**config.mk**
```make
export PLATFORM = sky130hd
export DESIGN_NAME = fpec_top
export DESIGN_NICKNAME = d
export VERILOG_FILES = /design/src/design/fpec_pkg.sv /design/src/design/fpec_tmr_if.sv /design/src/design/fpec_timer.sv /design/src/design/fpec_top.sv
export VERILOG_INCLUDE_DIRS = /design/src /design/src/design
export SDC_FILE = /design/constraint.sdc
export NUM_CORES = 1
export LEC_CHECK = 0
export BUFFER_PORTS_ARGS = -buffer_cell sky130_fd_sc_hd__buf_2
export CORE_MARGIN = 8
export CORE_UTILIZATION = 38
export DETAILED_ROUTE_END_ITERATION = 8
export PLACE_DENSITY_LB_ADDON = 0.25
export SYNTH_ARGS = -nofsm -noshare
export SYNTH_HDL_FRONTEND = slang
export SYNTH_SLANG_ARGS = --single-unit
```
**constraint.sdc**
```tcl
create_clock -name clock -period 6 [get_ports clock]
set_input_delay 1.5 -clock clock [delete_from_list [all_inputs] [get_ports clock]]
set_output_delay 1.5 -clock clock [all_outputs]
set_load 0.03 [all_outputs]
```
**src/design/fpec_regs.svh**
```systemverilog
`ifndef FPEC_REGS_SVH
`define FPEC_REGS_SVH

// register offsets on the plain register port
`define FPEC_OFF_PAGE     8'hfb
`define FPEC_OFF_STAT     8'hfc
`define FPEC_OFF_MASK     8'hfd
`define FPEC_OFF_COL      8'hfe
`define FPEC_OFF_CTL      8'hff

// program control bits
`define FPEC_CTL_PAGE     0
`define FPEC_CTL_MASS     1
`define FPEC_CTL_ROW      2

// status / mask bits
`define FPEC_ST_ERASE     0
`define FPEC_ST_ROW       1
`define FPEC_ST_TMO       2
`define FPEC_ST_W         3

// widths and reset values
`define FPEC_COL_W        7
`define FPEC_COL_LAST     7'h7f
`define FPEC_COL_RST      7'h00
`define FPEC_PAGE_W       7
`define FPEC_TMR_W        25

// timing, times in ms, clock in kHz
`define FPEC_CLK_KHZ      125000
`define FPEC_MASS_MS      200
`define FPEC_PAGE_MS      10
`define FPEC_ROW_TMO_MS   1

`endif

```
**src/design/fpec_pkg.sv**
```systemverilog
package fpec_pkg;
  `include "fpec_regs.svh"

  typedef enum logic [1:0] {
    FPEC_IDLE,
    FPEC_MASS,
    FPEC_PAGE,
    FPEC_ROW
  } fpec_state_e;

  typedef logic [`FPEC_TMR_W-1:0] fpec_count_t;
endpackage

```
**src/design/fpec_tmr_if.sv**
```systemverilog
interface fpec_tmr_if;
  import fpec_pkg::*;
  logic        start;
  logic        stop;
  fpec_count_t len;
  logic        busy;
  logic        done;

  modport ctl (output start, output stop, output len, input busy, input done);
  modport tmr (input start, input stop, input len, output busy, output done);
endinterface

```
**src/design/fpec_timer.sv**
```systemverilog
module fpec_timer
  import fpec_pkg::*;
(
  input  wire logic clock,
  input  wire logic rst,
  fpec_tmr_if.tmr   t
);
  fpec_count_t cnt_r;
  logic        busy_r;
  logic        done_r;

  assign t.busy = busy_r;
  assign t.done = done_r;

  always_ff @(posedge clock) begin
    if (rst) begin
      cnt_r  <= '0;
      busy_r <= 1'b0;
      done_r <= 1'b0;
    end else begin
      done_r <= 1'b0;
      if (t.stop) begin
        busy_r <= 1'b0;
      end else if (t.start) begin
        cnt_r  <= t.len;
        busy_r <= 1'b1;
      end else if (busy_r) begin
        if (cnt_r <= fpec_count_t'(1)) begin
          busy_r <= 1'b0;
          done_r <= 1'b1;
        end else begin
          cnt_r <= cnt_r - fpec_count_t'(1);
        end
      end
    end
  end
endmodule // fpec_timer

```
**src/design/fpec_top.sv**
```systemverilog
`include "fpec_regs.svh"

// Summary of operation
// column select holds a 7-bit value picking one of 128 bytes in a row
// a flash I/O write outside row programming uses the column select as its byte position
// row programming loads the column incrementer from column select
// column bits 6:0 read-write, bit 7 reserved reads zero, reset zero
// control offers mass erase, page erase and row programming
// erase bits clear themselves when the erase finishes
// mass erase clears whole flash and info page, about 200 ms
// page erase clears one 1 KB page, about 10 ms
// flash reads and writes wait while any erase runs
// accesses outside flash never wait during erase
// flash reads wait during row programming until done or timeout
// incrementer steps one column per byte, staying inside the row
module fpec_top
  import fpec_pkg::*;
#(
  parameter int unsigned MASS_CYC = `FPEC_MASS_MS * `FPEC_CLK_KHZ,
  parameter int unsigned PAGE_CYC = `FPEC_PAGE_MS * `FPEC_CLK_KHZ,
  parameter int unsigned ROW_TMO_CYC = `FPEC_ROW_TMO_MS * `FPEC_CLK_KHZ
) (
  input  wire logic                    clock,
  input  wire logic                    rst,
  input  wire logic [7:0]              reg_addr,
  input  wire logic [7:0]              reg_wdata,
  input  wire logic                    reg_wr,
  input  wire logic                    reg_rd,
  output logic      [7:0]              reg_rdata,
  input  wire logic                    io_flash_wr,
  input  wire logic [7:0]              io_flash_data,
  input  wire logic                    cpu_req,
  input  wire logic                    cpu_we,
  input  wire logic                    cpu_in_flash,
  output logic                         cpu_wait,
  output logic                         prog_wr,
  output logic [`FPEC_COL_W-1:0]       prog_col,
  output logic [7:0]                   prog_data,
  output logic                         erase_mass,
  output logic                         erase_page,
  output logic [`FPEC_PAGE_W-1:0]      erase_page_sel,
  output logic                         irq
);
  fpec_state_e                 state_r;
  logic [`FPEC_COL_W-1:0]      col_r;
  logic [`FPEC_COL_W-1:0]      inc_r;
  logic [`FPEC_PAGE_W-1:0]     page_r;
  logic [`FPEC_ST_W-1:0]       stat_r;
  logic [`FPEC_ST_W-1:0]       mask_r;
  logic [`FPEC_ST_W-1:0]       ev;
  logic [7:0]                  ctl_view;
  logic                        wr_col;
  logic                        wr_ctl;
  logic                        row_last;

  fpec_tmr_if tif ();

  fpec_timer u_timer (
    .clock (clock),
    .rst   (rst),
    .t     (tif.tmr)
  );

  function automatic logic hit(input logic [7:0] a, input logic [7:0] off);
    return a == off;
  endfunction

  assign wr_col   = reg_wr && hit(reg_addr, `FPEC_OFF_COL);
  assign wr_ctl   = reg_wr && hit(reg_addr, `FPEC_OFF_CTL) && state_r == FPEC_IDLE;
  assign row_last = state_r == FPEC_ROW && io_flash_wr && inc_r == `FPEC_COL_LAST;

  // column select register
  always_ff @(posedge clock) begin
    if (rst) begin
      col_r <= `FPEC_COL_RST;
    end else if (wr_col) begin
      col_r <= reg_wdata[`FPEC_COL_W-1:0];
    end
  end

  always_ff @(posedge clock) begin
    if (rst) begin
      page_r <= '0;
    end else if (reg_wr && hit(reg_addr, `FPEC_OFF_PAGE) && state_r == FPEC_IDLE) begin
      page_r <= reg_wdata[`FPEC_PAGE_W-1:0];
    end
  end

  // operation sequencer; control writes while busy are dropped
  always_ff @(posedge clock) begin
    if (rst) begin
      state_r <= FPEC_IDLE;
    end else begin
      case (state_r)
        FPEC_IDLE: begin
          if (wr_ctl && reg_wdata[`FPEC_CTL_MASS]) begin
            state_r <= FPEC_MASS;
          end else if (wr_ctl && reg_wdata[`FPEC_CTL_PAGE]) begin
            state_r <= FPEC_PAGE;
          end else if (wr_ctl && reg_wdata[`FPEC_CTL_ROW]) begin
            state_r <= FPEC_ROW;
          end
        end
        FPEC_MASS, FPEC_PAGE: begin
          if (tif.done) begin
            state_r <= FPEC_IDLE;
          end
        end
        FPEC_ROW: begin
          if (tif.done || row_last) begin
            state_r <= FPEC_IDLE;
          end
        end
        default: state_r <= FPEC_IDLE;
      endcase
    end
  end

  // timer launch: length picked by the requested operation
  always_comb begin
    tif.start = wr_ctl && (reg_wdata[`FPEC_CTL_MASS] || reg_wdata[`FPEC_CTL_PAGE] || reg_wdata[`FPEC_CTL_ROW]);
    tif.stop  = row_last;
    if (reg_wdata[`FPEC_CTL_MASS]) begin
      tif.len = fpec_count_t'(MASS_CYC);
    end else if (reg_wdata[`FPEC_CTL_PAGE]) begin
      tif.len = fpec_count_t'(PAGE_CYC);
    end else begin
      tif.len = fpec_count_t'(ROW_TMO_CYC);
    end
  end

  // incrementer; wraps inside the row so a row never spills into the next
  always_ff @(posedge clock) begin
    if (rst) begin
      inc_r <= `FPEC_COL_RST;
    end else if (wr_ctl && reg_wdata[`FPEC_CTL_ROW] && !reg_wdata[`FPEC_CTL_MASS]
                 && !reg_wdata[`FPEC_CTL_PAGE]) begin
      inc_r <= col_r;
    end else if (state_r == FPEC_ROW && io_flash_wr) begin
      inc_r <= inc_r + `FPEC_COL_W'(1);
    end
  end

  // byte program strobe toward the array; ignored during erase
  always_ff @(posedge clock) begin
    if (rst) begin
      prog_wr   <= 1'b0;
      prog_col  <= '0;
      prog_data <= '0;
    end else begin
      prog_wr <= io_flash_wr && (state_r == FPEC_IDLE || state_r == FPEC_ROW);
      if (io_flash_wr) begin
        prog_col  <= (state_r == FPEC_ROW) ? inc_r : col_r;
        prog_data <= io_flash_data;
      end
    end
  end

  assign erase_mass     = state_r == FPEC_MASS;
  assign erase_page     = state_r == FPEC_PAGE;
  assign erase_page_sel = page_r;

  // cpu wait: only flash targets are held
  always_comb begin
    cpu_wait = 1'b0;
    if (cpu_req && cpu_in_flash) begin
      if (erase_mass || erase_page) begin
        cpu_wait = 1'b1;
      end else if (state_r == FPEC_ROW && !cpu_we) begin
        cpu_wait = 1'b1;
      end
    end
  end // outside flash cpu_wait stays low

  // interrupt status: set beats write-one clear
  assign ev[`FPEC_ST_ERASE] = (state_r == FPEC_MASS || state_r == FPEC_PAGE) && tif.done;
  assign ev[`FPEC_ST_ROW]   = row_last;
  assign ev[`FPEC_ST_TMO]   = state_r == FPEC_ROW && tif.done && !row_last;

  always_ff @(posedge clock) begin
    if (rst) begin
      stat_r <= '0;
    end else if (reg_wr && hit(reg_addr, `FPEC_OFF_STAT)) begin
      stat_r <= (stat_r & ~reg_wdata[`FPEC_ST_W-1:0]) | ev;
    end else begin
      stat_r <= stat_r | ev;
    end
  end

  always_ff @(posedge clock) begin
    if (rst) begin
      mask_r <= '0;
    end else if (reg_wr && hit(reg_addr, `FPEC_OFF_MASK)) begin
      mask_r <= reg_wdata[`FPEC_ST_W-1:0];
    end
  end

  assign irq = |(stat_r & mask_r);

  // control reads back the running operation, so erase bits fall at the end
  always_comb begin
    ctl_view = 8'h00;
    ctl_view[`FPEC_CTL_MASS] = erase_mass;
    ctl_view[`FPEC_CTL_PAGE] = erase_page;
    ctl_view[`FPEC_CTL_ROW]  = state_r == FPEC_ROW;
  end

  always_ff @(posedge clock) begin
    if (rst) begin
      reg_rdata <= 8'h00;
    end else if (reg_rd) begin
      case (reg_addr)
        `FPEC_OFF_COL:  reg_rdata <= {1'b0, col_r};
        `FPEC_OFF_CTL:  reg_rdata <= ctl_view;
        `FPEC_OFF_PAGE: reg_rdata <= {1'b0, page_r};
        `FPEC_OFF_STAT: reg_rdata <= {5'h00, stat_r};
        `FPEC_OFF_MASK: reg_rdata <= {5'h00, mask_r};
        default:        reg_rdata <= 8'h00;
      endcase
    end else begin
      reg_rdata <= 8'h00;
    end
  end
endmodule // fpec_top
```
==> impl_metrics.py, run 1 <==
metrics = {
    "run_status": {
        "outcome": "finished clean",
    },
    "worst_hold_path": {
        "hold_path.class": "register to register",
    },
    "floorplan": {
        "die_y_um": 117.4,
        "fp.dieW_um": 117.4,
        "die-area_sq_mm": 0.01378,
        "rows": 37,
        "io_pins": 67,
        "core-area_sq_mm": 0.01014,
        "start_util_pct": 38.54,
    },
    "synth": {
        "synth_top_area_share_pct": 40.47,
        "async_reset_ff_share_pct": 0,
        "synth_edf_count": 0,
        "post-synth-top-area-cell": "dfxtp_1",
        "ys_ff_latch": 79,
        "ys_types": 63,
        "synth.avg_cell_area_sq_um": 8.781,
        "yosysMostFrequentCell": "dfxtp_1",
        "synth_cells": 445,
        "yosysSeqAreaShare_pct": 40.47,
        "yosysWarningCount": 0,
        "syn_area_sq_mm": 0.003907,
        "yosys-top-cells-area": "dfxtp_1, mux2i_1, nor2_1",
        "synthFlopType": "dfxtp_1",
        "synth_common_cells": "dfxtp_1, nor2_1, nand2_1",
        "synth_nets": 484,
    },
    "sta": {
        "tightest_slew_ns": 1.234,
        "rsz0062_at_grt": "no",
        "timing.final.crit_share_pct": 61.96,
        "slew_viol_final": 0,
        "finalCriticalPeriod_ns": 3.718,
        "tns_ns": 0,
        "max_freq_mhz": 269.0,
        "slew_headroom_pct": 17.35,
        "skew_ns": 0.01334,
        "final_hold_viol_count": 0,
        "setup_viol": 0,
    },
    "routing": {
        "routed_wl_um": 10200,
        "ant_nets": 0,
        "wl_per_cell_um": 16.06,
        "drt_drc_violations_left": 0,
        "drtIter0Drc": 234,
        "vias_per_cell": 5.592,
        "dr.pass1.iters": 5,
        "route.vias.total": 3551,
    },
    "clock_tree": {
        "cts.sinks": 79,
        "cts.path.max_buffers": 2,
        "clk_pin_slew_ns": 0.08,
        "clockRootBuffer": "clkbuf_8",
        "cts_hold_buf": 0,
        "cts_setup_buffers": 0,
        "clkLatencyLatePin_ns": 0.34,
        "cts_resized": 0,
        "htree_levels": 3,
        "cts_tree": "built",
        "cts_made_buffers": 9,
    },
    "layout": {
        "fill_cells": 1011,
        "fin_cells": 635,
        "fin_util_pct": 44.00,
        "register_area_sq_mm": 0.001582,
        "multi_input_area_sq_mm": 0.002140,
        "nNetsFinal": 534,
        "area_growth_pct": 14.15,
        "drive_above_1_share_pct": 19.24,
        "antenna_cells": 0,
    },
    "setup_path": {
        "crit_required_ns": 6.25,
        "cp_slowest_stage_delay_ns": 0.92,
        "worstPathCellList": "buf_2 > nand3_1 > or3_1 > a31oi_1 > nand2_1 > o22ai_1",
        "worstSetupEndpointType": "register",
        "crit_buf_inv": 1,
        "worstPathArrival_ns": 3.97,
        "crit_family": "compound AO/OA/AOI/OAI gates",
        "start_kind": "input pin",
        "critPathKind": "input pin to register",
        "crit_fanout": 27,
        "cp_slowest_cell": "a31oi_1",
    },
    "job": {
        "maxCapViolations": 0,
    },
    "power": {
        "p_leak_nw": 1.771,
        "peakVddDrop_mv": 0.1125,
        "power.density_mw_per_mm2": 221.8,
        "power_w": 0.0009892,
    },
    "placed_design": {
        "dp_hpwl_um": 7328,
        "portBuffers": 64,
        "dp.cells": 620,
        "gp_congestion": 0.8329,
    },
    "global_routing": {
        "grt_pass1_wl_um": 17130,
        "grt-ovfl-total": 0,
        "grt_pass1_vias": 3419,
        "grt_use_total_pct": 14.69,
        "grt_max_degree": 56,
        "antenna_found_initial": 0,
    },
}
sequential cells by signal (all words and copies together), names as in the netlist, 3 cells and up:
register        cells
stat_r              3
prog_col            7
inc_r               7
reg_rdata           7
prog_data           8
col_r               7
mask_r              3
erase_page_sel      7
u_timer.cnt_r      25
cells by family (layout without fill, tap and decap cells):
group,count (synthesis),count (layout),share of synthesized area [%]
AOI/OAI and AO/OA,106,106,19.28
xor gates and xnor gates,7,7,1.569
adders and majority gates,7,7,2.241
buffers and inverters,39,93,4.931
DFF,79,79,40.47
muxes,32,32,8.389
other,1,1,0.09597
and+or+nand+nor,174,174,23.02
layout make-up:
class,instances,share of cell area [%]
Timing Repair Buffer,66,7.518
Multi-Input combinational cell,327,47.97
Sequential cell,79,35.46
Tap cell,136,3.815
Clock buffer,10,2.861
Clock inverter,5,1.318
Inverter,12,1.066
where the power goes:
part | total (W) | internal (W) | switching, W
sequential | 0.000533 | 0.000530 | 0.00000285
combinational | 0.0000693 | 0.0000225 | 0.0000468
clock | 0.000387 | 0.000191 | 0.000196
total | 0.000989 | 0.000744 | 0.000246
metal layers:
metal / vias up / track usage [%] / routed length (um)
met5: - / 0 / 0
met4: 0 / 5.515 / 104
met3: 6 / 2.302 / 446
met2: 99 / 22.83 / 4689
met1: 1689 / 19.97 / 4955
li1: 1757 / - / -
per-stage QoR:
step	hold slack, ns	setup slack, ns	area (sq um)
2_1_floorplan	0.4464	2.353	3908
3_3_place_gp	0.4642	1.952	4274
3_5_place_dp	0.4694	1.934	4274
4_1_cts	0.4854	2.305	4461
5_1_grt	0.5136	2.056	4461
6_report	0.4833	2.282	4461
final timing paths:
| check | from | end | slack [ns] | cells past startpoint |
|---|---|---|---|---|
| max | io_flash_wr | u_timer.cnt_r[18]$_SDFFE_PP0P_ | 2.28 | 6 |
| min | prog_col[5]$_SDFFE_PP0P_ | prog_col[5]$_SDFFE_PP0P_ | 0.48 | 2 |
| max reg2reg | state_r[0]$_SDFFE_PP0P_ | u_timer.cnt_r[18]$_SDFFE_PP0P_ | 2.83 | 6 |
| min reg2reg | prog_col[5]$_SDFFE_PP0P_ | prog_col[5]$_SDFFE_PP0P_ | 0.48 | 2 |
cell usage in the layout (no fill, tap or decap), drive strengths merged, types with 7 or more instances in the layout:
master / synthesis / layout
a211oi: 16 / 16
a21oi: 20 / 20
a22oi: 8 / 8
a31oi: 8 / 8
buf: 11 / 66
clkbuf: 16 / 10
dfxtp: 79 / 79
ha: 7 / 7
inv: 12 / 13
mux2i: 26 / 26
nand2: 32 / 32
nand3: 18 / 18
nor2: 52 / 52
nor3: 10 / 10
nor4: 11 / 11
o21ai: 17 / 17
or3: 12 / 12
or4: 9 / 9
tightest hold or removal path: cells and delay by family, from the launching register on:
kind / cells / cell delay [ns]
AO/OA/AOI/OAI: 1 / 0.05
flip-flops: 1 / 0.31
AND/OR/NAND/NOR: 1 / 0.08
No activity file was read; power rests on OpenSTA's default activity.
==> run 2, diff against run 1 <==
==> constraint.sdc (replaced) <==
create_clock -name clock -period 3.4 [get_ports clock]
set_input_delay 0.85 -clock clock [delete_from_list [all_inputs] [get_ports clock]]
set_output_delay 0.85 -clock clock [all_outputs]
set_load 0.03 [all_outputs]
==> run 2 against run 1 <==
Effect of this change:
- hold slack got worse by 0.0063 ns
- via count fell by 0.68%
- design area rose by 1.6%
- critical path depth fell by 1
- sequential cell count did not move
- die area did not move
- worst setup slack got worse by 1.7 ns
- combinational power rose by 80%
- core utilization rose by 0.69 points
==> impl_metrics.py, run 2 (synthesized netlist as in run 1, its figures left out) <==
metrics = {
    "setup_path": {
        "worstPathArrival_ns": 3.02,
        "reg2reg_to": "u_timer.cnt_r[11]$_SDFFE_PP0P_",
        "worstSetupEndpointType": "register",
        "crit_required_ns": 3.64,
        "critPathKind": "register to register",
        "rr_startpoint": "u_timer.cnt_r[16]$_SDFFE_PP0P_",
        "crit_fanout": 29,
        "rrSetupSlack_ns": 0.62,
        "r2r_cells": 5,
        "start_kind": "register",
    },
    "layout": {
        "drive_above_1_share_pct": 21.18,
        "largest_register_ffs": 25,
        "layout_commonest_cell": "dfxtp_1",
        "nNetsFinal": 544,
        "fill_cells": 1009,
        "area_growth_pct": 15.95,
        "final_cell_mix": "dfxtp_1, buf_2, nor2_1",
        "multi_input_area_sq_mm": 0.002140,
        "register_area_sq_mm": 0.001582,
        "regMostFlops": "u_timer.cnt_r",
        "largest_registers": "u_timer.cnt_r x25, prog_data x8",
        "antenna_cells": 0,
        "fin_util_pct": 44.69,
    },
    "sta": {
        "tightest_slew_ns": 1.134,
        "tns_ns": 0,
        "slew_viol_final": 0,
        "max_freq_mhz": 360.0,
        "rsz0062_at_grt": "no",
        "slew_headroom_pct": 24.21,
        "skew_ns": 0.01205,
        "timing.final.crit_share_pct": 81.71,
        "final_hold_viol_count": 0,
        "finalCriticalPeriod_ns": 2.778,
        "setup_viol": 0,
    },
    "global_routing": {
        "grt_max_degree": 30,
        "grt-ovfl-total": 0,
        "antenna_found_initial": 0,
        "grt_pass1_vias": 3464,
        "grt_use_total_pct": 14.80,
        "grt_pass1_wl_um": 17150,
    },
    "power": {
        "power_frac_comb_pct": 7.3,
        "clockPowerShare_pct": 37.9,
        "switchingPower_w": 0.0004625,
        "intPower_w": 0.001252,
        "peakVddDrop_mv": 0.2397,
        "power.density_mw_per_mm2": 378.3,
        "p_seq_share_pct": 54.9,
        "p_leak_nw": 1.819,
        "swShare_pct": 26.98,
    },
    "clock_tree": {
        "cts.path.max_buffers": 2,
        "clockRootBuffer": "clkbuf_8",
        "cts.sinks": 79,
        "clkLatencyLatePin_ns": 0.35,
        "clk_pin_slew_ns": 0.09,
        "cts_made_buffers": 9,
        "htree_levels": 3,
        "cts_tree": "built",
        "cts_setup_buffers": 0,
        "cts_resized": 0,
        "cts_hold_buf": 0,
    },
    "floorplan": {
        "start_util_pct": 38.54,
        "rows": 37,
        "die_y_um": 117.4,
        "fp.dieW_um": 117.4,
        "core-area_sq_mm": 0.01014,
        "die-area_sq_mm": 0.01378,
        "io_pins": 67,
    },
    "routing": {
        "routed_wl_um": 10180,
        "route.vias.total": 3527,
        "ant_nets": 0,
        "dr.pass1.iters": 5,
        "drt_drc_violations_left": 0,
        "vias_per_cell": 5.460,
        "wl_per_cell_um": 15.76,
        "drtIter0Drc": 164,
    },
    "worst_hold_path": {
        "min-delay-start": "stat_r[1]$_SDFF_PP0_",
        "min_path_cells": 2,
        "hold_path.class": "register to register",
        "hold_end": "stat_r[1]$_SDFF_PP0_",
    },
    "placed_design": {
        "dp_hpwl_um": 7536,
        "portBuffers": 64,
        "gp_congestion": 0.8335,
    },
    "job": {
        "maxCapViolations": 0,
    },
    "run_status": {
        "outcome": "finished clean",
    },
}
run 2: changes by cell type in the layout (fill, tap and decap cells not counted), sizes merged:
cell	previous run	this run
bufinv	1	0
clkinv	1	3
clkbuf	10	9
buf	66	76
inv	13	14
run 2: worst max-delay path by stage:
stage	startpoint	to
6_report	u_timer.cnt_r[16]$_SDFFE_PP0P_	u_timer.cnt_r[11]$_SDFFE_PP0P_
5_1_grt	u_timer.cnt_r[16]$_SDFFE_PP0P_	u_timer.cnt_r[8]$_SDFFE_PP0P_
4_1_cts	u_timer.cnt_r[16]$_SDFFE_PP0P_	u_timer.cnt_r[11]$_SDFFE_PP0P_
3_5_place_dp	reg_wr	u_timer.cnt_r[9]$_SDFFE_PP0P_
3_3_place_gp	reg_wr	u_timer.cnt_r[9]$_SDFFE_PP0P_
2_1_floorplan	reg_addr[0]	u_timer.cnt_r[9]$_SDFFE_PP0P_
run 2: cell type report:
cell class / instances / area share (%)
inverters: 12 / 1.049
clock inverters: 7 / 1.270
repair buffers: 76 / 9.058
clock buffers: 9 / 2.734
well taps: 136 / 3.756
multi-input cells: 327 / 47.22
flip-flops and latches: 79 / 34.91
run 2: power by group through the flow:
stage / Sequential (W) / Combinational (W) / Clock (W)
CTS: 0.000941 / 0.000126 / 0.000671
finish: 0.000940 / 0.000125 / 0.000649
floorplan: 0.000983 / 0.0000593 / 0
global placement: 0.000962 / 0.000125 / 0
global route: 0.000942 / 0.000136 / 0.000705
detailed placement: 0.000962 / 0.000126 / 0
run 2: critical path, cell delays in order (launching register included):
cell,delay (ns)
dfxtp_1,0.36
or4_4,0.59
or3_4,0.42
o311ai_4,0.96
and2_1,0.25
o32ai_1,0.08
run 2: per-layer routing:
layer	share of wire, %	global-route usage [%]	wire (um)	vias up
met5	0	0	0	-
met4	0.83	5.191	85	0
met3	5.3	3.549	535	8
met2	46	23.37	4683	97
met1	48	19.21	4879	1652
li1	-	-	-	1770
run 2: per-stage QoR:
stage,total power [W],cell area [sq um],setup WS (ns),hold WS [ns],cells
2_1_floorplan,0.001042,3908,0.8658,0.4464,445
3_3_place_gp,0.001087,4349,0.6022,0.4665,630
3_5_place_dp,0.001088,4349,0.5851,0.4698,630
4_1_cts,0.001737,4531,0.5969,0.4809,646
5_1_grt,0.001783,4531,0.3963,0.5174,646
6_report,0.001714,4531,0.6220,0.4771,646
